### src/common/inv_cmd_pkg.sv
// Purpose: constants and carriers for the inverter command handler
// Assumes: 250 MHz controller clock, packets already deframed
// Notes:   parameter limits follow the host input ranges
// How it works
// switching frequency is whole kHz, valid 1 to 65
// modulation depth is factor times 1000, valid 0 to 1000
// blanking interval in ns between upper and lower switch, 100 to 2000
// output sine frequency in whole Hz, valid 1 to 500
// six supply-off and six logic-on bits, channels 1..6 map to U..Z
// fault-clear request resets all six gate drivers together
// every control packet is answered with echoed parameters and states
// response also carries present per-channel driver fault status
// feedback sent about once per second, independent of control traffic
// feedback: six phase temps, currents, voltages plus ambient and bus
// status indicator toggles once per received host packet; a control and an other packet in the same cycle give one toggle
// any driver fault clears all six logic-on bits and is reported
// out-of-range parameters clamp to nearest limit, clamped value echoed
package inv_cmd_pkg;

  // ****************************************************
  // parameter limits
  // ****************************************************
  localparam logic [15:0] SW_FREQ_MIN    = 16'h0001;
  localparam logic [15:0] SW_FREQ_MAX    = 16'h0041;
  localparam logic [15:0] MOD_DEPTH_MIN  = 16'h0000;
  localparam logic [15:0] MOD_DEPTH_MAX  = 16'h03E8;
  localparam logic [15:0] BLANK_NS_MIN   = 16'h0064;
  localparam logic [15:0] BLANK_NS_MAX   = 16'h07D0;
  localparam logic [15:0] OUT_FREQ_MIN   = 16'h0001;
  localparam logic [15:0] OUT_FREQ_MAX   = 16'h01F4;

  // ****************************************************
  // reset values and timing
  // ****************************************************
  localparam logic [15:0] SW_FREQ_RST    = 16'h0001;
  localparam logic [15:0] MOD_DEPTH_RST  = 16'h0000;
  localparam logic [15:0] BLANK_NS_RST   = 16'h07D0;
  localparam logic [15:0] OUT_FREQ_RST   = 16'h0001;
  localparam logic [5:0]  SUPPLY_OFF_RST = 6'h00;
  localparam logic [5:0]  LOGIC_ON_RST   = 6'h00;
  localparam int          CLK_HZ         = 250_000_000;
  localparam int          FEEDBACK_S     = 1;
  localparam int          FEEDBACK_CYC   = CLK_HZ * FEEDBACK_S;
  localparam logic [27:0] FB_CNT_RST     = 28'h000_0000;

  // ****************************************************
  // carriers
  // ****************************************************
  typedef struct packed {
    logic [15:0] sw_freq_khz;
    logic [15:0] mod_depth;
    logic [15:0] blank_ns;
    logic [15:0] out_freq_hz;
  } pwm_params_t;

  typedef struct packed {
    pwm_params_t params;
    logic [5:0]  supply_off;
    logic [5:0]  logic_on;
    logic        fault_clear;
  } ctrl_pkt_t;

  typedef struct packed {
    pwm_params_t params;
    logic [5:0]  supply_off;
    logic [5:0]  logic_on;
    logic [5:0]  fault;
  } resp_pkt_t;

  typedef struct packed {
    logic [5:0][15:0] temp_c;
    logic [5:0][15:0] current_a;
    logic [5:0][15:0] voltage_v;
    logic [15:0]      ambient_c;
    logic [15:0]      dc_bus_voltage;
  } feedback_t;

endpackage : inv_cmd_pkg

### src/hw/inverter_can_command_handler.sv
// Purpose: take control packets, drive gate-driver controls, answer, report
// Assumes: packet strobes are one-cycle pulses from same-clock logic
// Notes:   fault pins are asynchronous and pass a two-stage synchroniser
module inverter_can_command_handler
  import inv_cmd_pkg::*;
#(
  parameter int FEEDBACK_PERIOD = FEEDBACK_CYC
) (
  // clock and reset
  input  wire logic        clk_in,
  input  wire logic        reset_in,
  // host packets in
  input  wire logic        ctrl_valid_in,
  input  wire ctrl_pkt_t   ctrl_pkt_in,
  input  wire logic        other_pkt_in,
  // gate drivers
  input  wire logic [5:0]  driver_fault_in,
  output logic [5:0]       supply_off_out,
  output logic [5:0]       logic_on_out,
  output logic             driver_reset_out,
  // pwm parameters in use
  output pwm_params_t      params_out,
  // measurements
  input  wire feedback_t   measure_in,
  // answers
  output logic             resp_valid_out,
  output resp_pkt_t        resp_pkt_out,
  output logic             feedback_valid_out,
  output feedback_t        feedback_out,
  // indicator
  output logic             status_led_out
);

  // ****************************************************
  // clamping
  // ****************************************************
  logic [15:0] sw_freq_lim;
  logic [15:0] mod_depth_lim;
  logic [15:0] blank_lim;
  logic [15:0] out_freq_lim;
  pwm_params_t clamped;

  param_clamp #(
    .LO (SW_FREQ_MIN),
    .HI (SW_FREQ_MAX)
  ) i_clamp_sw_freq (
    .value_in  (ctrl_pkt_in.params.sw_freq_khz),
    .value_out (sw_freq_lim)
  );

  param_clamp #(
    .LO (MOD_DEPTH_MIN),
    .HI (MOD_DEPTH_MAX)
  ) i_clamp_mod_depth (
    .value_in  (ctrl_pkt_in.params.mod_depth),
    .value_out (mod_depth_lim)
  );

  param_clamp #(
    .LO (BLANK_NS_MIN),
    .HI (BLANK_NS_MAX)
  ) i_clamp_blank (
    .value_in  (ctrl_pkt_in.params.blank_ns),
    .value_out (blank_lim)
  );

  param_clamp #(
    .LO (OUT_FREQ_MIN),
    .HI (OUT_FREQ_MAX)
  ) i_clamp_out_freq (
    .value_in  (ctrl_pkt_in.params.out_freq_hz),
    .value_out (out_freq_lim)
  );

  assign clamped = {sw_freq_lim, mod_depth_lim, blank_lim, out_freq_lim};

  // ****************************************************
  // gate-driver channels and fault synchronisers
  // ****************************************************
  // the pins are asynchronous; each channel carries its own two-stage
  // synchroniser and only the second stage feeds any logic
  logic [5:0] fault_sync;
  wire        any_fault = |fault_sync;

  genvar ch;
  generate
    for (ch = 0; ch < 6; ch++) begin : g_channel
      driver_channel #(
        .CH (ch)
      ) i_channel (
        .clk_in         (clk_in),
        .reset_in       (reset_in),
        .ctrl_valid_in  (ctrl_valid_in),
        .supply_off_in  (ctrl_pkt_in.supply_off[ch]),
        .logic_on_in    (ctrl_pkt_in.logic_on[ch]),
        .fault_pin_in   (driver_fault_in[ch]),
        .any_fault_in   (any_fault),
        .fault_sync_out (fault_sync[ch]),
        .supply_off_out (supply_off_out[ch]),
        .logic_on_out   (logic_on_out[ch])
      );
    end
  endgenerate

  // ****************************************************
  // parameters in use
  // ****************************************************
  always_ff @(posedge clk_in or posedge reset_in) begin
    if (reset_in) begin
      params_out.sw_freq_khz <= SW_FREQ_RST;
      params_out.mod_depth   <= MOD_DEPTH_RST;
      params_out.blank_ns    <= BLANK_NS_RST;
      params_out.out_freq_hz <= OUT_FREQ_RST;
    end else if (ctrl_valid_in) begin
      params_out <= clamped;
    end
  end

  // ****************************************************
  // gate-driver controls
  // ****************************************************
  // bit 0 is phase U through bit 5 phase Z; the channels above hold the
  // per-channel controls, this reset pulse serves all six at once

  always_ff @(posedge clk_in or posedge reset_in) begin
    if (reset_in) begin
      driver_reset_out <= 1'b0;
    end else begin
      driver_reset_out <= ctrl_valid_in & ctrl_pkt_in.fault_clear;
    end
  end

  // ****************************************************
  // response
  // ****************************************************
  // echo built from the same next values that the controls take, so the
  // response shows exactly what went into use on that edge
  always_ff @(posedge clk_in or posedge reset_in) begin
    if (reset_in) begin
      resp_valid_out <= 1'b0;
      resp_pkt_out   <= '0;
    end else begin
      resp_valid_out <= ctrl_valid_in;
      if (ctrl_valid_in) begin
        resp_pkt_out.params     <= clamped;
        resp_pkt_out.supply_off <= ctrl_pkt_in.supply_off;
        resp_pkt_out.logic_on   <= any_fault ? 6'h00
                                             : ctrl_pkt_in.logic_on;
        resp_pkt_out.fault      <= fault_sync;
      end
    end
  end

  // ****************************************************
  // periodic feedback
  // ****************************************************
  logic fb_due;

  period_timer #(
    .PERIOD (FEEDBACK_PERIOD)
  ) i_feedback_timer (
    .clk_in   (clk_in),
    .reset_in (reset_in),
    .due_out  (fb_due)
  );

  always_ff @(posedge clk_in or posedge reset_in) begin
    if (reset_in) begin
      feedback_valid_out <= 1'b0;
      feedback_out       <= '0;
    end else begin
      feedback_valid_out <= fb_due;
      if (fb_due) begin
        feedback_out <= measure_in;
      end
    end
  end

  // ****************************************************
  // status indicator
  // ****************************************************
  always_ff @(posedge clk_in or posedge reset_in) begin
    if (reset_in) begin
      status_led_out <= 1'b0;
    end else if (ctrl_valid_in | other_pkt_in) begin
      status_led_out <= ~status_led_out;
    end
  end

endmodule : inverter_can_command_handler

// ****************************************************
// range clamp for one 16-bit parameter
// ****************************************************
module param_clamp #(
  parameter logic [15:0] LO = 16'h0000,
  parameter logic [15:0] HI = 16'hffff
) (
  // raw value from the packet
  input  wire logic [15:0] value_in,
  // value limited to the legal range
  output logic [15:0]      value_out
);

  // a limit is used instead of refusing the packet, so a slip on the
  // host side never leaves the modulator without parameters
  always_comb begin
    value_out = value_in;
    if (value_in < LO) begin
      value_out = LO;
    end else if (value_in > HI) begin
      value_out = HI;
    end
  end

endmodule : param_clamp

// ****************************************************
// one gate-driver channel
// ****************************************************
module driver_channel
  import inv_cmd_pkg::*;
#(
  parameter int CH = 0
) (
  // clock and reset
  input  wire logic clk_in,
  input  wire logic reset_in,
  // packet controls for this channel
  input  wire logic ctrl_valid_in,
  input  wire logic supply_off_in,
  input  wire logic logic_on_in,
  // fault pin of this channel and summary of all channels
  input  wire logic fault_pin_in,
  input  wire logic any_fault_in,
  // synchronised fault and driver controls
  output logic      fault_sync_out,
  output logic      supply_off_out,
  output logic      logic_on_out
);

  logic fault_meta_reg;

  // only the second stage is read, the first may be metastable
  always_ff @(posedge clk_in or posedge reset_in) begin
    if (reset_in) begin
      fault_meta_reg <= 1'b0;
      fault_sync_out <= 1'b0;
    end else begin
      fault_meta_reg <= fault_pin_in;
      fault_sync_out <= fault_meta_reg;
    end
  end

  always_ff @(posedge clk_in or posedge reset_in) begin
    if (reset_in) begin
      supply_off_out <= SUPPLY_OFF_RST[CH];
    end else if (ctrl_valid_in) begin
      supply_off_out <= supply_off_in;
    end
  end

  // a fault wins over a logic-on request in the same cycle so a faulted
  // driver is never re-enabled before the fault is cleared
  always_ff @(posedge clk_in or posedge reset_in) begin
    if (reset_in) begin
      logic_on_out <= LOGIC_ON_RST[CH];
    end else if (any_fault_in) begin
      logic_on_out <= 1'b0;
    end else if (ctrl_valid_in) begin
      logic_on_out <= logic_on_in;
    end
  end

endmodule : driver_channel

// ****************************************************
// free-running period timer
// ****************************************************
// counts on its own so feedback never waits on packets or the pwm loop
module period_timer
  import inv_cmd_pkg::*;
#(
  parameter int PERIOD = FEEDBACK_CYC
) (
  // clock and reset
  input  wire logic clk_in,
  input  wire logic reset_in,
  // high in the last cycle of each period
  output logic      due_out
);

  logic [27:0] cnt_reg;

  // 28 bits hold a one-second period at the controller clock; a longer
  // period would wrap early
  assign due_out = (cnt_reg == 28'(PERIOD - 1));

  always_ff @(posedge clk_in or posedge reset_in) begin
    if (reset_in) begin
      cnt_reg <= FB_CNT_RST;
    end else if (due_out) begin
      cnt_reg <= FB_CNT_RST;
    end else begin
      cnt_reg <= cnt_reg + 28'h000_0001;
    end
  end

endmodule : period_timer

### config.mk
export PLATFORM = sky130hd
export DESIGN_NAME = inverter_can_command_handler
export DESIGN_NICKNAME = d
export VERILOG_FILES = /design/src/common/inv_cmd_pkg.sv /design/src/hw/inverter_can_command_handler.sv
export SDC_FILE = /design/constraint.sdc
export NUM_CORES = 1
export LEC_CHECK = 0
export BUFFER_PORTS_ARGS = -buffer_cell sky130_fd_sc_hd__buf_2
export CAP_MARGIN = 20
export CORE_AREA = 4 4 339 341
export CTS_CLUSTER_DIAMETER = 200
export DETAILED_ROUTE_END_ITERATION = 12
export DIE_AREA = 0 0 343 345
export PLACE_DENSITY_LB_ADDON = 0.2
export SLEW_MARGIN = 20
export SYNTH_ARGS = -nofsm -noshare
export SYNTH_HDL_FRONTEND = slang
export SYNTH_SLANG_ARGS = --single-unit
export TNS_END_PERCENT = 10
### constraint.sdc
create_clock -name clk_in -period 37 [get_ports clk_in]
set_input_delay 1.85 -clock clk_in [delete_from_list [all_inputs] [get_ports clk_in]]
set_output_delay 1.85 -clock clk_in [all_outputs]
set_load 0.05 [all_outputs]
==> After elaboration in Yosys (flattened, before gate mapping) <==
Index checks and enable logic that the tools add are counted.
{ "totals": {"ff_bits": 506, "wordCells": 96} }
{ "classes": {"reduce_logical": 2, "addsub": 1, "magnitude_cmp": 8, "mux": 22, "n_bitwise": 3, "n_eq_ne": 1} }
{ "op_table": {"columns": ["operator", "n"], "rows": [
  ["2-to-1 mux 16 bit", 8],
  ["< comparator 16 x 1 -> 1 bit, second input constant", 3],
  ["adder 28 x 1 -> 28 bit, second input constant", 1],
  ["== test 28 bit, second input constant", 1],
  ["2-to-1 mux 28 bit", 1],
  ["greater-than comparator 16 x 10 -> 1 bit, second input constant", 1],
  ["greater-than comparator 16 x 11 -> 1 bit, second input constant", 1],
  ["greater-than comparator 16 x 7 -> 1 bit, second input constant", 1],
  ["greater-than comparator 16 x 9 -> 1 bit, second input constant", 1],
  ["< comparator 16 x 7 -> 1 bit, second input constant", 1],
  ["2-to-1 mux 1 bit", 12],
  ["2-to-1 mux 6 bit", 1],
  ["OR reduction 6 bit", 1],
  ["nonzero test 2 bit", 1],
  ["AND 1 bit", 1],
  ["NOT 1 bit", 1],
  ["bitwise OR 1 bit", 1]
]} }

==> Depth between registers and ports, before layout <==
{ "depth": {"ltp_word": 3, "mapped_depth": 9, "ltp_nobuf": 5} }

==> Hierarchy <==
Synthesis repeated with hierarchy kept, for this count alone.
{ "unflattened": {"hier_cells": 1267, "hier_area_um2": 20395.8} }
{ "modules_own_cells": {"columns": ["module", "area_per_inst_um2", "instances", "seq_area_each_um2", "cells_each"], "rows": [
  ["inverter_can_command_handler", 17387.9, 1, 10369.9, 965],
  ["period_timer", 1451.4, 1, 700.7, 147],
  ["driver_channel", 132.6, 6, 100.1, 8],
  ["param_clamp (i_clamp_blank)", 221.5, 1, 0.0, 29],
  ["param_clamp (i_clamp_out_freq)", 193.9, 1, 0.0, 28],
  ["param_clamp (i_clamp_sw_freq)", 177.7, 1, 0.0, 25],
  ["param_clamp (i_clamp_mod_depth)", 167.7, 1, 0.0, 25]
]} }

==> Least setup slack after synthesis <==
No wires, ideal clock.
{ "synth_timing": {"path_kind": "input to register", "from": "in ctrl_pkt_in[44] (netlist name)", "to": "reg params_out[16] (netlist name)", "path_buffers": 1, "required_time_ps": 36878, "stages": 5, "slack_ps": 33455, "arrival_ps": 3423, "setup_ps": 122, "cell_sequence": "or4_1 -> clkbuf_1 -> o41a_1 -> or2_1 -> a32o_1"} }
{ "synth_between": {"elab_chain_cells": 3, "word_cells_on_any_way": 4, "classes_between": "2 x order compare; 2 x mux"} }
{ "synth_rtl": {"columns": ["element", "line", "rtl"], "rows": [
  ["start: declaration", "inverter_can_command_handler.sv:14", "input wire ctrl_pkt_t ctrl_pkt_in,"],
  ["greater-than comparator 16 x 11 -> 1 bit", "inverter_can_command_handler.sv:211", "end else if (value_in > HI) begin"],
  ["2-to-1 mux 16 bit", "inverter_can_command_handler.sv:211", null],
  ["2-to-1 mux 16 bit (*)", "inverter_can_command_handler.sv:209", "if (value_in < LO) begin"],
  ["end signal: assignment", "inverter_can_command_handler.sv:115", "params_out <= clamped;"],
  ["end: declaration", "inverter_can_command_handler.sv:22", "output pwm_params_t params_out,"]
]} }
Every way passes the cells marked *; elsewhere a longest branch is shown, timed or not.
A chain may end at the register's enable or synchronous reset.

==> Worst setup path in the final report <==
{ "layout_timing": {"from": "reg i_feedback_timer.cnt_reg[0]", "to": "reg feedback_out[41] (netlist name)"} }
{ "layout_between": {"elab_chain_cells": 1} }
{ "layout_rtl": {"columns": ["element", "line", "rtl"], "rows": [
  ["start: declaration", "inverter_can_command_handler.sv:293", "logic [27:0] cnt_reg;"],
  ["start signal: assignment", "inverter_can_command_handler.sv:305", "cnt_reg <= cnt_reg + 28'h000_0001;"],
  ["== test 28 bit", "inverter_can_command_handler.sv:297", "assign due_out = (cnt_reg == 28'(PERIOD - 1));"],
  ["end signal: assignment", "inverter_can_command_handler.sv:174", "feedback_out <= measure_in;"],
  ["end: declaration", "inverter_can_command_handler.sv:29", "output feedback_t feedback_out,"]
]} }
Every way passes these cells.

==> results.txt <==
No sink is reached through more buffers than the 3 on the longest clock path. The count of instances resized after the clock tree is built is 0. The final hold violation count is 0. The register ranked first by flip-flop count is feedback_out. The worst setup path is launched from a flop. The sum of net half-perimeters after detailed placement is 48,700 um. The warning count from the yosys run is 0. The quantity of I/O buffers inserted on ports is 888. The pre-CTS setup slack came out at 31.25 ns. The CTS H-tree depth came out at 2.

The data required time of the worst path is 37.48 ns. The total power per unit cell area came out at 45.3 nW/um^2. After global routing the overflow that remains totals 0. The classification of the worst-slack hold path is reg -> reg. Setup repair after global routing left no endpoint under its margin. The post-layout instance area came out at 25,600 um^2. The initialized floorplan defines 123 standard-cell rows. The upper clock frequency limit came out at 175 MHz. The clock network latency to the later pin of the worst-skew pair came out at 0.61 ns. The register clock-pin slew on the reported worst setup and hold paths is 0.06 ns. CTS saw 460 sinks. The instance count of the mapped netlist came out at 1,222. The wire length per cell came out at 17.5 um.

The filler-free cell count of the finished design is 3,604. The placed instances occupy a cell area of 23,600 um^2. Synthesis produced a netlist with a net count of 1,630. Counting the fill cells in the layout gives 12,000. The share of power burned in combinational logic came out at 5.9%. The commonest register cell after synthesis is sky130_fd_sc_hd__dfrtp_1. The library cell used most frequently in the layout, excluding fill and tap cells, is sky130_fd_sc_hd__buf_2. On the critical path, the stage with the largest delay is an instance of sky130_fd_sc_hd__buf_4. The effective utilization at floorplan is 16.2%. The leakage power summed over all cells came out at 13.9 nW.

The overall die area came out at 118,000 um^2. The layout cell share with drive strength beyond 1 came out at 59.2%. The total instance count after detailed placement came out at 3,491. The max-capacitance violation count is 0.

The worst setup path is captured at a flop. The worst IR drop on VDD is 0.0285 mV. The number of routed nets with antenna violations is 0. The flop and latch count out of synthesis came out at 460. The proportion of register bits with asynchronous set or reset after synthesis came out at 100%.

The longest individual stage delay on the worst path came out at 0.87 ns. The root buffer cell chosen for the clock tree is sky130_fd_sc_hd__clkbuf_16. The number of global-route vias before repair is 14,600. The internal power of the cells totals 0.000890 W.

The flow ran to the end, and the final reports show no timing, DRC or antenna violations. The largest net degree at the start of global routing came out at 142. Sequential elements use 63.6% of the synthesized area. The number of post-CTS setup repair buffers is 0. The number of library cell types mapped by synthesis came out at 59. The data arrival time of the worst path is 6.18 ns.

The time the final worst path needs with I/O delays and setup is 5.70 ns. The share of total power consumed by net switching is 23.2%. The area growth from synthesis to layout came out at 41.2%. The first-pass GRT wire length came out at 93,400 um. The DRC violation count after routing is 0. The highest fanout seen on the critical path came out at 74. The initial detailed-routing violation count came out at 463.

The switching power total came out at 0.000269 W. The count of buffering cells on the critical path with inverters included is 4. The detailed-route via count is 13,200. At the end of routability-driven placement, the weighted congestion stood at 0.816. The die is 345 um tall. The net count of the finished layout is 2,458.

For the pin with the worst max-slew slack, the measured transition is 0.964 ns. The worst slew margin relative to its limit is 35.7%. The worst path setup slack after routing came out at 31.30 ns. The setup path with the least slack is of type reg -> reg. The number of optimization iterations in the first detailed-route pass came out at 6. The part of the total power dissipated in the clock network came out at 50.1%.

TritonCTS built the clock tree. Setup violations remaining at the end of the flow were counted as 0. The initial antenna violation count was 10. Sequential cells burn 44.1% of the power. In this design, the critical path's most frequently occurring cell is sky130_fd_sc_hd__buf_4. The mean number of vias per cell came out at 3.65. The cell area that synthesis handed to floorplanning was 18,100 um^2.

The hold buffer count at cts came out at 0. The die outline width is 343 um. The cell family with the largest share of critical-path delay is buffers and inverters. In the layout the commonest cells are 888 x sky130_fd_sc_hd__buf_2, 452 x sky130_fd_sc_hd__dfrtp_1, 232 x sky130_fd_sc_hd__mux2_2, 100 x sky130_fd_sc_hd__mux2_1, 57 x sky130_fd_sc_hd__clkbuf_16.

The signal on the critical path passes through ha_1, nand4_1, or4_4, nor2_4, buf_4, buf_4, buf_4, buf_4, mux2_1. The total clock buffers created by CTS came out at 56. The largest registers in the layout are feedback_out (320), params_out (48), resp_pkt_out (42). For the final database, setup skew stands at 0.0149 ns. The global-route usage over all layers is 10.2%. The total negative slack came out at 0 ns. The final count of pins violating max slew was 0.

The register with the most flip-flops in the layout has 320 of them. 889 I/O pins were placed. The core footprint came out at 112,000 um^2. The overall routed net length is 63,000 um. The number of synthesized flops with an enable pin is 0. The part of the cycle the worst path needs is 15.4%. Averaged over all synthesized cells, the footprint is 14.8 um^2.
==> synth_stat cells, types with 8 or more instances <==
cell type	instances	area, um^2
sky130_fd_sc_hd__nor3_1	12	60.1
sky130_fd_sc_hd__dfrtp_1	452	11300
sky130_fd_sc_hd__nand4_1	9	56.3
sky130_fd_sc_hd__dfstp_2	8	210
sky130_fd_sc_hd__xnor2_1	9	78.8
sky130_fd_sc_hd__mux2_2	232	2610
sky130_fd_sc_hd__nand2_1	26	97.6
sky130_fd_sc_hd__nor2_1	26	97.6
sky130_fd_sc_hd__inv_1	17	63.8
sky130_fd_sc_hd__o21ai_0	10	50.1
sky130_fd_sc_hd__buf_6	16	180
sky130_fd_sc_hd__nand3_1	14	70.1
sky130_fd_sc_hd__o2bb2ai_1	16	140
sky130_fd_sc_hd__buf_4	93	698
sky130_fd_sc_hd__clkbuf_1	16	60.1
sky130_fd_sc_hd__nor2b_1	29	181
sky130_fd_sc_hd__mux2_1	100	1130
sky130_fd_sc_hd__nor4_1	11	68.8
sky130_fd_sc_hd__a21oi_1	21	105
==> layer usage <==
layer | up-vias | wire [um] | track usage, %
met2 | 547 | 34000 | 19.3
met5 | - | 0 | 0
met1 | 6596 | 22100 | 10.5
met4 | 0 | 1770 | 3.58
li1 | 5927 | - | -
met3 | 90 | 5170 | 3.09
==> power by group through the flow <==
stage | registers, W | logic, W | clock network (W)
after global routing | 0.000511 | 0.0000742 | 0.000625
after floorplan | 0.000530 | 0.0000252 | 0
final | 0.000511 | 0.0000679 | 0.000581
after global placement | 0.000519 | 0.0000688 | 0
after CTS | 0.000511 | 0.0000696 | 0.000608
after detailed placement | 0.000520 | 0.0000694 | 0
==> stage by stage <==
stage	utilization (%)	total power, W	hold slack [ns]
after global routing	22.9	0.00121	0.352
after CTS	22.8	0.00119	0.349
after floorplan	-	0.000555	0.331
after global placement	21.1	0.000588	0.336
after detailed placement	21.1	0.000589	0.335
final	22.9	0.00116	0.347
==> path summary, 6_finish.rpt <==
check	from	endpoint	slack [ns]	cells past startpoint
setup / recovery	i_feedback_timer.cnt_reg[0]$_DFF_PP0_	feedback_out[41]$_DFFE_PP0N_	31.30	9
hold / removal	g_channel[0].i_channel.fault_meta_reg$_DFF_PP0_	g_channel[0].i_channel.fault_sync_out$_DFF_PP0_	0.35	0
setup reg to reg	i_feedback_timer.cnt_reg[0]$_DFF_PP0_	feedback_out[41]$_DFFE_PP0N_	31.30	9
hold reg to reg	g_channel[0].i_channel.fault_meta_reg$_DFF_PP0_	g_channel[0].i_channel.fault_sync_out$_DFF_PP0_	0.35	0
max in group asynchronous	reset_in	feedback_out[123]$_DFFE_PP0N_	33.26	4
min in group asynchronous	reset_in	feedback_out[301]$_DFFE_PP0N_	1.40	2
==> area by class of cell <==
class	count	area, um^2	share of cell area [%]
multi-input combinational	614	5550	21.7
inverter	18	75.1	0.294
sequential	460	11500	45.0
clock inverter	22	302	1.18
tap	1500	1880	7.34
clock buffer	83	1660	6.51
timing repair buffer	900	4570	17.9
antenna	7	17.5	0.0685
==> cells by family after synthesis <==
kind of cell / count (synthesis) / share of synthesized area (%)
multiplexers: 334 / 20.8
XOR/XNOR: 16 / 0.774
AND/OR/NAND/NOR: 170 / 5.24
AO/OA/AOI/OAI: 93 / 3.81
adder cells (fa/ha/maj): 1 / 0.0691
buffers and inverters: 148 / 5.76
flip-flops: 460 / 63.6
No activity file was read; power rests on OpenSTA's default activity.
